--- config.mk ---
export PLATFORM = sky130hd
export DESIGN_NAME = signed_adder_datapath
export DESIGN_NICKNAME = d
export VERILOG_FILES = /design/src/verilog/adder_pkg.sv /design/src/verilog/signed_adder_datapath.sv /design/src/verilog/signed_adder_core.sv
export VERILOG_INCLUDE_DIRS = /design/src /design/src/verilog
export SDC_FILE = /design/constraint.sdc
export NUM_CORES = 1
export LEC_CHECK = 0
export BUFFER_PORTS_ARGS = -buffer_cell sky130_fd_sc_hd__buf_2
export CORE_MARGIN = 4
export CORE_UTILIZATION = 59
export DETAILED_ROUTE_END_ITERATION = 16
export PLACE_DENSITY = 0.85
export SLEW_MARGIN = 20
export SYNTH_ARGS = -nofsm -noshare
export SYNTH_HDL_FRONTEND = slang
export SYNTH_SLANG_ARGS = --single-unit
--- constraint.sdc ---
create_clock -name sys_clk_i -period 6.8 [get_ports sys_clk_i]
set_input_delay 1.7 -clock sys_clk_i [delete_from_list [all_inputs] [get_ports sys_clk_i]]
set_output_delay 1.7 -clock sys_clk_i [all_outputs]
set_load 0.02 [all_outputs]
--- src/verilog/adder_params.svh ---
// Constants of the signed adder datapath: widths, bit positions,
// reset values and the carry used for negation.
// Assumes inclusion by bare name from the package and design files.
`ifndef ADDER_PARAMS_SVH
`define ADDER_PARAMS_SVH

`define WORD_W        16
`define SIGN_BIT      15
`define MAG_MSB       14
`define MAX_POSITIVE  16'h7fff
`define WORD_RESET    16'h0000
`define NEGATE_CARRY  1'b1

`endif

--- src/verilog/adder_pkg.sv ---
// Types shared by the signed adder datapath files.
// Assumes adder_params.svh is on the include path.
`default_nettype none
`include "adder_params.svh"

package adder_pkg;

  typedef logic [`WORD_W-1:0] word_t;

  // Gray codes from SEQ_IDLE through SEQ_EXEC to SEQ_DONE; the return to SEQ_IDLE flips both bits.
  typedef enum logic [1:0]
  {
    SEQ_IDLE = 2'b00,
    SEQ_EXEC = 2'b01,
    SEQ_DONE = 2'b11
  } seq_state_t;

endpackage : adder_pkg
`default_nettype wire

--- src/verilog/signed_adder_datapath.sv ---
// Sixteen-bit two's complement adder datapath with complementing bus
// gates, an operand holding register and a built-in subtract sequence.
// Assumes a control sequencer drives the strobes synchronously to
// sys_clk_i and presents memory data in the cycle of its load strobe.
`timescale 1ns/1ps
`default_nettype none
`include "adder_params.svh"

// Function
// - Data words are sixteen-bit two's complement values.
// - Bit fifteen is the sign.
// - Sign zero is positive, magnitude in bits 0-14.
// - Largest positive value is 0x7fff.
// - Sign one negative; value plus negation gives zero.
// - Negate by inverting, then adding one via carry.
// - No subtractor; adding negation gives the difference.
// - Invert A/X onto S, R onto U.
// - Adder sums S bus, U bus and carry-in.
// - Subtract loads operand register before adder gating.
// - Subtract gates inverted operand with carry one.
// - Subtract adds plain accumulator, writes accumulator back.
// - Adder output passes unchanged to result, strobed in; here result is clocked in every cycle.
module signed_adder_datapath
  import adder_pkg::*;
(
  // Clock and reset
  input  wire logic              sys_clk_i,
  input  wire logic              resetn_i,
  // Operand from memory
  input  wire adder_pkg::word_t  mem_data_i,
  input  wire logic              load_r_i,
  // Bus gating strobes
  input  wire logic              gate_a_s_i,
  input  wire logic              gate_x_s_i,
  input  wire logic              inv_s_i,
  input  wire logic              gate_r_u_i,
  input  wire logic              inv_u_i,
  input  wire logic              carry_in_i,
  // Store strobes
  input  wire logic              store_a_i,
  input  wire logic              store_x_i,
  // Subtract-from-memory sequence
  input  wire logic              sub_start_i,
  output logic                   busy_o,
  output logic                   done_o,
  // Register contents
  output adder_pkg::word_t       acc_o,
  output adder_pkg::word_t       idx_o,
  output adder_pkg::word_t       opnd_o,
  // Result bus and status of the last sum
  output adder_pkg::word_t       result_o,
  output logic                   sign_o,
  output logic                   zero_o,
  output logic                   carry_o,
  output logic                   ovf_o
);

  import adder_pkg::*;

  // ==========================================================
  // Storage
  // ==========================================================
  word_t      acc_q;
  word_t      idx_q;
  word_t      opnd_q;
  word_t      result_q;
  logic       sign_q;
  logic       zero_q;
  logic       carry_q;
  logic       ovf_q;
  seq_state_t state_q;
  seq_state_t state_d;

  // Effective controls after the sequencer has had its say.
  logic       idle;
  logic       exec;
  logic       g_a;
  logic       g_x;
  logic       i_s;
  logic       g_r;
  logic       i_u;
  logic       cin;
  logic       st_a;
  logic       st_x;
  logic       ld_r;

  word_t      s_bus;
  word_t      u_bus;
  word_t      sum;
  logic       sum_carry;
  logic       sum_ovf;

  // ==========================================================
  // Subtract sequence
  // ==========================================================
  assign idle = (state_q == SEQ_IDLE);
  assign exec = (state_q == SEQ_EXEC);

  always_comb
  begin
    state_d = state_q;
    case (state_q)
      SEQ_IDLE:
      begin
        if (sub_start_i)
        begin
          state_d = SEQ_EXEC;
        end
      end
      SEQ_EXEC:
      begin
        state_d = SEQ_DONE;
      end
      SEQ_DONE:
      begin
        state_d = SEQ_IDLE;
      end
      default:
      begin
        state_d = SEQ_IDLE;
      end
    endcase
  end

  always_ff @(posedge sys_clk_i or negedge resetn_i)
  begin
    if (!resetn_i)
    begin
      state_q <= SEQ_IDLE;
    end
    else
    begin
      state_q <= state_d;
    end
  end

  // While the sequence runs, the external strobes are ignored so that
  // the sequencer cannot corrupt a subtract half way through.
  assign ld_r = idle & (load_r_i | sub_start_i);
  assign g_a  = exec | (idle & gate_a_s_i);
  assign g_x  = idle & gate_x_s_i;
  assign i_s  = idle & inv_s_i;
  assign g_r  = exec | (idle & gate_r_u_i);
  assign i_u  = exec | (idle & inv_u_i);
  assign cin  = exec ? `NEGATE_CARRY : (idle & carry_in_i);
  assign st_a = exec | (idle & store_a_i);
  assign st_x = idle & store_x_i;

  assign busy_o = ~idle;
  assign done_o = (state_q == SEQ_DONE);

  // ==========================================================
  // Bus gating, one slice per bit
  // ==========================================================
  // S is zero-predominant: with both sources gated each bit is the AND
  // of the two; with none gated the bus rests at zero.
  genvar b;
  generate
    for (b = 0; b < `WORD_W; b++)
    begin : g_bit
      logic a_term;
      logic x_term;
      assign a_term     = g_a ? (acc_q[b] ^ i_s) : 1'b1;
      assign x_term     = g_x ? (idx_q[b] ^ i_s) : 1'b1;
      assign s_bus[b]   = (g_a | g_x) & a_term & x_term;
      assign u_bus[b]   = g_r & (opnd_q[b] ^ i_u);
    end
  endgenerate

  // ==========================================================
  // Adder
  // ==========================================================
  signed_adder_core #(
    .WIDTH   (`WORD_W)
  ) signed_adder_core_inst (
    .s_bus_i (s_bus),
    .u_bus_i (u_bus),
    .carry_i (cin),
    .sum_o   (sum),
    .carry_o (sum_carry),
    .ovf_o   (sum_ovf)
  );

  // ==========================================================
  // Registers
  // ==========================================================
  always_ff @(posedge sys_clk_i or negedge resetn_i)
  begin
    if (!resetn_i)
    begin
      opnd_q <= `WORD_RESET;
    end
    else if (ld_r)
    begin
      opnd_q <= mem_data_i;
    end
  end

  // The shift stage is a straight pass here, so the stored word is
  // exactly the adder output.
  always_ff @(posedge sys_clk_i or negedge resetn_i)
  begin
    if (!resetn_i)
    begin
      acc_q <= `WORD_RESET;
    end
    else if (st_a)
    begin
      acc_q <= sum;
    end
  end

  always_ff @(posedge sys_clk_i or negedge resetn_i)
  begin
    if (!resetn_i)
    begin
      idx_q <= `WORD_RESET;
    end
    else if (st_x)
    begin
      idx_q <= sum;
    end
  end

  // Result bus and flags are sampled every cycle so software-visible
  // status always reflects the last sum on the bus.
  always_ff @(posedge sys_clk_i or negedge resetn_i)
  begin
    if (!resetn_i)
    begin
      result_q <= `WORD_RESET;
      sign_q   <= 1'b0;
      zero_q   <= 1'b1;
      carry_q  <= 1'b0;
      ovf_q    <= 1'b0;
    end
    else
    begin
      result_q <= sum;
      sign_q   <= sum[`SIGN_BIT];
      zero_q   <= (sum == `WORD_RESET);
      carry_q  <= sum_carry;
      ovf_q    <= sum_ovf;
    end
  end

  assign acc_o    = acc_q;
  assign idx_o    = idx_q;
  assign opnd_o   = opnd_q;
  assign result_o = result_q;
  assign sign_o   = sign_q;
  assign zero_o   = zero_q;
  assign carry_o  = carry_q;
  assign ovf_o    = ovf_q;

  // ==========================================================
  // Checks
  // ==========================================================
  sign_tracks_a : assert property (
    @(posedge sys_clk_i) disable iff (!resetn_i)
    ##1 (sign_o == result_o[`SIGN_BIT])
      && (sign_o == (result_o > `MAX_POSITIVE)))
    else $error("sign flag disagrees with result bit 15");

  positive_range_a : assert property (
    @(posedge sys_clk_i) disable iff (!resetn_i)
    !sign_o |-> (result_o <= `MAX_POSITIVE))
    else $error("positive result exceeds largest positive value");

  sum_wraps_a : assert property (
    @(posedge sys_clk_i) disable iff (!resetn_i)
    1'b1 |=> result_o == $past(s_bus) + $past(u_bus) + {15'h0000, $past(cin)})
    else $error("result is not the wrapped three-input sum");

  carry_drop_a : assert property (
    @(posedge sys_clk_i) disable iff (!resetn_i)
    1'b1 |=> carry_o == ({1'b0, $past(s_bus)} + {1'b0, $past(u_bus)}
                         + {16'h0000, $past(cin)} > 17'h0ffff))
    else $error("carry flag does not match the discarded carry");

  overflow_flag_a : assert property (
    @(posedge sys_clk_i) disable iff (!resetn_i)
    1'b1 |=> ovf_o == (($past(s_bus[15]) == $past(u_bus[15]))
                       && (result_o[15] != $past(s_bus[15]))))
    else $error("overflow flag wrong for the last sum");

  negate_opnd_a : assert property (
    @(posedge sys_clk_i) disable iff (!resetn_i)
    (idle && !sub_start_i && store_a_i && gate_r_u_i && inv_u_i
     && carry_in_i && !gate_a_s_i && !gate_x_s_i)
    |=> (acc_o + $past(opnd_o)) == `WORD_RESET)
    else $error("negation plus operand is not zero");

  load_first_a : assert property (
    @(posedge sys_clk_i) disable iff (!resetn_i)
    (idle && sub_start_i) |=> exec && (opnd_o == $past(mem_data_i)))
    else $error("operand not loaded before subtract gating");

  sub_gating_a : assert property (
    @(posedge sys_clk_i) disable iff (!resetn_i)
    exec |-> (u_bus == ~opnd_q) && cin && (s_bus == acc_q))
    else $error("subtract gating of buses or carry is wrong");

  sub_result_a : assert property (
    @(posedge sys_clk_i) disable iff (!resetn_i)
    (idle && sub_start_i) |=> ##1 done_o
      && (acc_o == $past(acc_o, 1) - $past(opnd_o, 1)))
    else $error("accumulator does not hold the difference");

  store_path_a : assert property (
    @(posedge sys_clk_i) disable iff (!resetn_i)
    st_a |=> (acc_o == result_o))
    else $error("stored accumulator differs from result bus");

  inv_x_gate_a : assert property (
    @(posedge sys_clk_i) disable iff (!resetn_i)
    (idle && gate_x_s_i && inv_s_i && !gate_a_s_i && !gate_r_u_i
     && !carry_in_i && !sub_start_i) |=> result_o == ~$past(idx_o))
    else $error("inverted index register not on first bus");

endmodule : signed_adder_datapath
`default_nettype wire

--- src/verilog/signed_adder_core.sv ---
// Passive three-input adder: first bus, second bus and carry-in.
// Assumes both buses are already gated and complemented by the caller.
`timescale 1ns/1ps
`default_nettype none
`include "adder_params.svh"

module signed_adder_core #(
  parameter int WIDTH = `WORD_W
) (
  // Adder inputs
  input  wire logic [WIDTH-1:0] s_bus_i,
  input  wire logic [WIDTH-1:0] u_bus_i,
  input  wire logic             carry_i,
  // Adder outputs
  output logic      [WIDTH-1:0] sum_o,
  output logic                  carry_o,
  output logic                  ovf_o
);

  logic [WIDTH:0] full_sum;

  // The carry out of the top bit is kept apart from the word, so the
  // result wraps modulo two to the word width.
  assign full_sum = {1'b0, s_bus_i} + {1'b0, u_bus_i} + {{WIDTH{1'b0}}, carry_i};
  assign sum_o    = full_sum[WIDTH-1:0];
  assign carry_o  = full_sum[WIDTH];

  // Signed overflow: both inputs share a sign that the sum does not.
  assign ovf_o = (s_bus_i[WIDTH-1] == u_bus_i[WIDTH-1])
               && (sum_o[WIDTH-1] != s_bus_i[WIDTH-1]);

endmodule : signed_adder_core
`default_nettype wire

### Word level (Yosys, flattened, before mapping)

Index checks and enable logic that the tools add are counted.

* flip-flop bits (word level): 70
* input port bits: 28
* output and inout bits: 70
* word-level logic and storage cells: 166

* add/subtract/negate cells: 2
* eq/ne operators: 5
* multiplexer cells: 35
* bitwise operators: 112
* reduce and logical (&&, ||, !) cells: 3

Operators by type and width (number)
* 1-bit bitwise AND: 57
* 1-bit XOR: 48
* 1-bit 2-to-1 mux: 33
* 16-bit by 16-bit adder with 17-bit output: 1
* 17-bit by 1-bit adder with 17-bit output: 1
* 16-bit logical NOT: 1
* 1-bit OR: 6
* 2-bit one-hot mux with 2 select lines: 1
* 2-bit by 1-bit equality test with 1-bit output (second input constant): 1
* 2-bit equality test (second input constant): 1
* 2-bit logical NOT: 1
* 2-bit 2-to-1 mux: 1
* 2-bit != test (second input constant): 1
* 1-bit equality test: 1
* 1-bit logical AND: 1
* 1-bit != test: 1
* 1-bit NOT: 1

### Longest topological paths before layout

* depth after elaboration: 10
* gate-level depth with buffers: 19

### Cells and area by module

From an unflattened synthesis, not the netlist that was laid out.

* cells, all modules: 391
* area, all modules: 4245.3 um2

By module, submodules not included
* signed_adder_datapath: times used 1, cells an instance 275, area an instance 3363.2 um2, seq. area each 1727.9 um2
* signed_adder_core: times used 1, cells an instance 116, area an instance 882.1 um2, seq. area each 0.0 um2

### Worst setup path before layout

OpenSTA, ideal clock, no wires.

* kind: input-to-reg
* start point: input port inv_s_i
* end point: register zero_q (netlist: zero_o)
* setup time: 0.090 ns
* data arrival time: 4.979 ns
* required time: 6.710 ns
* setup slack: 1.731 ns
* stages: 15
* buffers on the path: 3
* cells stage by stage: clkbuf_1 buf_2 buf_1 xnor2_1 a31oi_1 fa_1 fa_1 a21oi_1 o211a_1 nor3_1 a211o_1 mux2i_1 and3_1 inv_2 nor4_2

* word-level cells in the longest chain between the ends: 8
* elaborated cells between the ends (all ways): 100
* classes of those cells: add/sub: 2; mux: 32; bitwise: 65; reduce/logical: 1

Ends and longest elaborated chain
* start: declaration: RTL line signed_adder_datapath.sv:35 `input wire logic inv_s_i,`
* 1-bit bitwise AND (*): RTL line signed_adder_datapath.sv:142 `assign i_s = idle & inv_s_i;`
* 1-bit XOR: RTL line signed_adder_datapath.sv:163 `assign a_term = g_a ? (acc_q[b] ^ i_s) : 1'b1;`
* 1-bit 2-to-1 mux: RTL line signed_adder_datapath.sv:163
* 1-bit bitwise AND (2 in series): RTL line signed_adder_datapath.sv:165 `assign s_bus[b] = (g_a | g_x) & a_term & x_term;`
* 16-bit by 16-bit adder with 17-bit output (*): RTL line signed_adder_core.sv:24 `assign full_sum = {1'b0, s_bus_i} + {1'b0, u_bus_i} + {{WIDTH{1'b0}}, carry_i};`
* 17-bit by 1-bit adder with 17-bit output (*): RTL line signed_adder_core.sv:24
* net signed_adder_core_inst.full_sum[14]: RTL line signed_adder_core.sv:20 `logic [WIDTH:0] full_sum;`
* 16-bit logical NOT (no line) (*)
* end signal: assignment: RTL line signed_adder_datapath.sv:241 `` zero_q <= (sum == `WORD_RESET); ``
* end: declaration: RTL line signed_adder_datapath.sv:68 `logic zero_q;`

Mark *: on every way through the listed nets, which the timed path passes. The rest lies on a longest branch.
A chain may end at the register's enable or synchronous reset.

### Worst setup path in the final report

* start point: input port gate_x_s_i
* end point: register zero_q (netlist: zero_o)

* word-level cells in the longest chain between the ends: 7
* elaborated cells between the ends (all ways): 53
* classes of those cells: add/sub: 2; mux: 16; bitwise: 34; reduce/logical: 1

Ends and longest elaborated chain
* start: declaration: RTL line signed_adder_datapath.sv:34 `input wire logic gate_x_s_i,`
* 1-bit bitwise AND (*): RTL line signed_adder_datapath.sv:141 `assign g_x = idle & gate_x_s_i;`
* 1-bit OR: RTL line signed_adder_datapath.sv:165
* 1-bit bitwise AND (2 in series): RTL line signed_adder_datapath.sv:165
* 16-bit by 16-bit adder with 17-bit output (*): RTL line signed_adder_core.sv:24
* 17-bit by 1-bit adder with 17-bit output (*): RTL line signed_adder_core.sv:24
* net signed_adder_core_inst.full_sum[6]: RTL line signed_adder_core.sv:20
* 16-bit logical NOT (no line) (*)

Marks and branches as above.

==> run summary <==
status: complete, no violations
reg2reg setup slack: 2.20 ns
initial core utilization: 0.611
clk slew on worst S/H paths: 0.07 ns
Primary FF master, synth: dfrtp_1
H-tree level count: 3
Mapped Area: 4200 um^2
Sequential Area: 1730 um^2
TritonCTS buffer count: 9
RSZ-0062 raised after global routing: false
asr flop ratio synth: 1.00
CP Launch Point: gate_x_s_i
Mapped Cells: 478
post-cts resize count: 0
Worst slew margin: 0.437
Post-DRT Antenna Nets: 0
layout cells sized above 1: 0.263
vias post-DR: 3799
f_max: 199 MHz
first-pass GRT wire length: 17700 um
Avg WL per Cell: 16.3 um
CTS tree: done
Yosys cell types: 46
reg2reg path depth: 17
GRT Total Usage: 0.265
Startpoint Class: primary input
core box area: 6870 um^2
die span in x: 92.3 um
DRC viols: 0
initial antenna violation count: 0
grt total ovfl: 0
worst skew pair latency: 0.36 ns
router iterations before antenna repair: 5
Die Span Y: 92.3 um
fin nets: 610
Period Utilization, post-route: 0.739
WL final: 10900 um
Routability Congestion: 0.877
max-slew violations: 0
# setup viols final: 0
Crit Path Class: in -> reg
Hold Buf Count CTS: 0
fin crit period: 5.02 ns
Worst Path Arrival: 5.29 ns
clk_skew: 0.00915 ns
drt initial violations: 299
largest net degree at the start of global routing: 70
Worst Path Max Fanout: 16
CTS Buffer Depth: 2
Hold WC Path Type: reg -> reg
count of input and output buffers: 97
Yosys warnings: 0
worst hold start: opnd_o[8]
Ports: 98
ANT cells: 0
Worst EP required: 7.07 ns
flops & latches, synth: 69
total negative slack: 0 ns
Die ar.: 8520 um^2
clock sinks: 69
via/cell ratio: 5.70
Detailed Place HPWL: 7930 um
CP endpoint: zero_o
MaxCap Viol Count: 0
Syn Area/Cell: 8.78 um^2
area occupied by multi-input gates: 2240 um^2
final count of hold timing violations: 0
Post-synth EDFFs: 0
vias in the first global route: 3666
post-CTS setup buffers: 0
Area growth syn-to-layout: 18.4%
reg2reg end: zero_o
sequential fraction of the synthesis area: 0.412
Row Count: 30
Fill cells: 538
Critical Path End Type: flip-flop
Worst Max-Slew Pin Slew: 0.845 ns
Root Buffer: clkbuf_8
synthesized net count: 523
Crit Reg-Reg Startpoint: state_q[0]
## layout make-up
| type | instances | share of cell area |
|---|---|---|
| repair buffers | 104 | 0.108 |
| multi-input cells | 351 | 0.452 |
| clock buffers | 10 | 0.0277 |
| well taps | 96 | 0.0242 |
| clock inverters | 6 | 0.0174 |
| inverters | 30 | 0.0227 |
| flip-flops and latches | 69 | 0.348 |
## cell usage after synthesis (2+ instances only)
cell type | count | area share
nand4_1 | 2 | 0.0030
a21oi_1 | 53 | 0.063
o31a_1 | 2 | 0.0042
nand2_1 | 37 | 0.033
and3_1 | 3 | 0.0045
a21o_1 | 3 | 0.0054
nor2_1 | 56 | 0.050
o21ai_0 | 44 | 0.052
nor4_1 | 2 | 0.0030
inv_1 | 28 | 0.025
o211ai_1 | 2 | 0.0036
mux2i_1 | 12 | 0.029
xor2_1 | 25 | 0.052
o21bai_1 | 2 | 0.0036
o211a_1 | 2 | 0.0048
a211o_1 | 2 | 0.0042
xnor2_1 | 11 | 0.023
o22a_1 | 2 | 0.0042
ha_1 | 15 | 0.045
clkbuf_1 | 21 | 0.019
buf_2 | 4 | 0.0048
nor3_1 | 15 | 0.018
o22ai_1 | 12 | 0.018
nand3_1 | 3 | 0.0036
a31oi_1 | 5 | 0.0075
and2_1 | 3 | 0.0045
mux2_2 | 21 | 0.056
inv_2 | 2 | 0.0018
fa_1 | 2 | 0.0095
a211oi_1 | 3 | 0.0054
buf_1 | 2 | 0.0018
dfrtp_1 | 68 | 0.41
## state kept, by name, summed over array words and instances, names as in the netlist
signal	cells
carry_o	1
opnd_o	16
idx_o	16
ovf_o	1
zero_o	1
result_o	16
state_q	2
acc_o	16
## routing by layer
metal / wire (um) / track usage / up-vias / share of wire
li1: - / - / 1821 / -
met1: 4560 / 0.342 / 1761 / 0.42
met2: 5190 / 0.429 / 186 / 0.48
met3: 779 / 0.0520 / 31 / 0.072
met4: 359 / 0.121 / 0 / 0.033
met5: 0 / 0 / - / 0
## logic make-up (layout without fill, tap and decap cells)
group,Yosys count,count (layout),share of synthesized area
flip-flops,69,69,0.412
multiplexers,34,34,0.0877
adder cells (fa/ha/maj),17,17,0.0543
XOR/XNOR,36,36,0.0752
AO/OA/AOI/OAI,137,137,0.187
buffers and inverters,58,150,0.0540
AND/OR/NAND/NOR,127,127,0.130
## critical path: stages
cell and delay, ns:
buf_2 0.21, nand2_1 0.40, nor2_1 0.17, a21oi_1 0.15, a31oi_1 0.08, fa_1 0.51, fa_1 0.44, a21oi_1 0.20
o21ai_0 0.11, a21oi_1 0.19, xor2_1 0.24, inv_1 0.10, nor4_1 0.45, nand4_1 0.17, nor4_2 0.17
## layout by cell type, fill, tap and decap left out, drive strengths merged, types with 3 or more instances in the layout
master,netlist,layout
buf,7,104
dfrtp,68,68
nor2,57,57
a21oi,53,53
o21ai,45,45
nand2,37,37
inv,30,30
xor2,25,25
mux2,22,22
nor3,15,15
ha,15,15
mux2i,12,12
o22ai,12,12
xnor2,11,11
clkbuf,21,10
a31oi,5,5
a211oi,4,4
and2,3,3
and3,3,3
a21o,3,3
nand3,3,3
nor4,3,3
clkinv,0,3
## per-stage QoR
stage	hold slack, ns	cells	utilization	cell area (um^2)	worst slack, ns
after global routing	0.578	666	0.723	4970	1.58
after CTS	0.544	666	0.723	4960	1.84
final	0.543	666	0.723	4970	1.78
after global placement	0.514	650	0.690	4740	1.75
after detailed placement	0.525	650	0.690	4740	1.47
after floorplan	0.621	478	-	4200	1.73
## how the worst min path moves through the flow
| stage | slack [ns] | cells after the start | endpoint |
|---|---|---|---|
| finish | 0.54 | 1 | opnd_o[8] |
| global route | 0.58 | 1 | opnd_o[4] |
| CTS | 0.54 | 2 | acc_o[2] |
| detailed placement | 0.53 | 2 | idx_o[11] |
| global placement | 0.51 | 2 | acc_o[2] |
| floorplan | 0.62 | 2 | acc_o[2] |
Power is not shown: default switching activity piles up to over one toggle a cycle in this logic, so the estimate is an artifact.
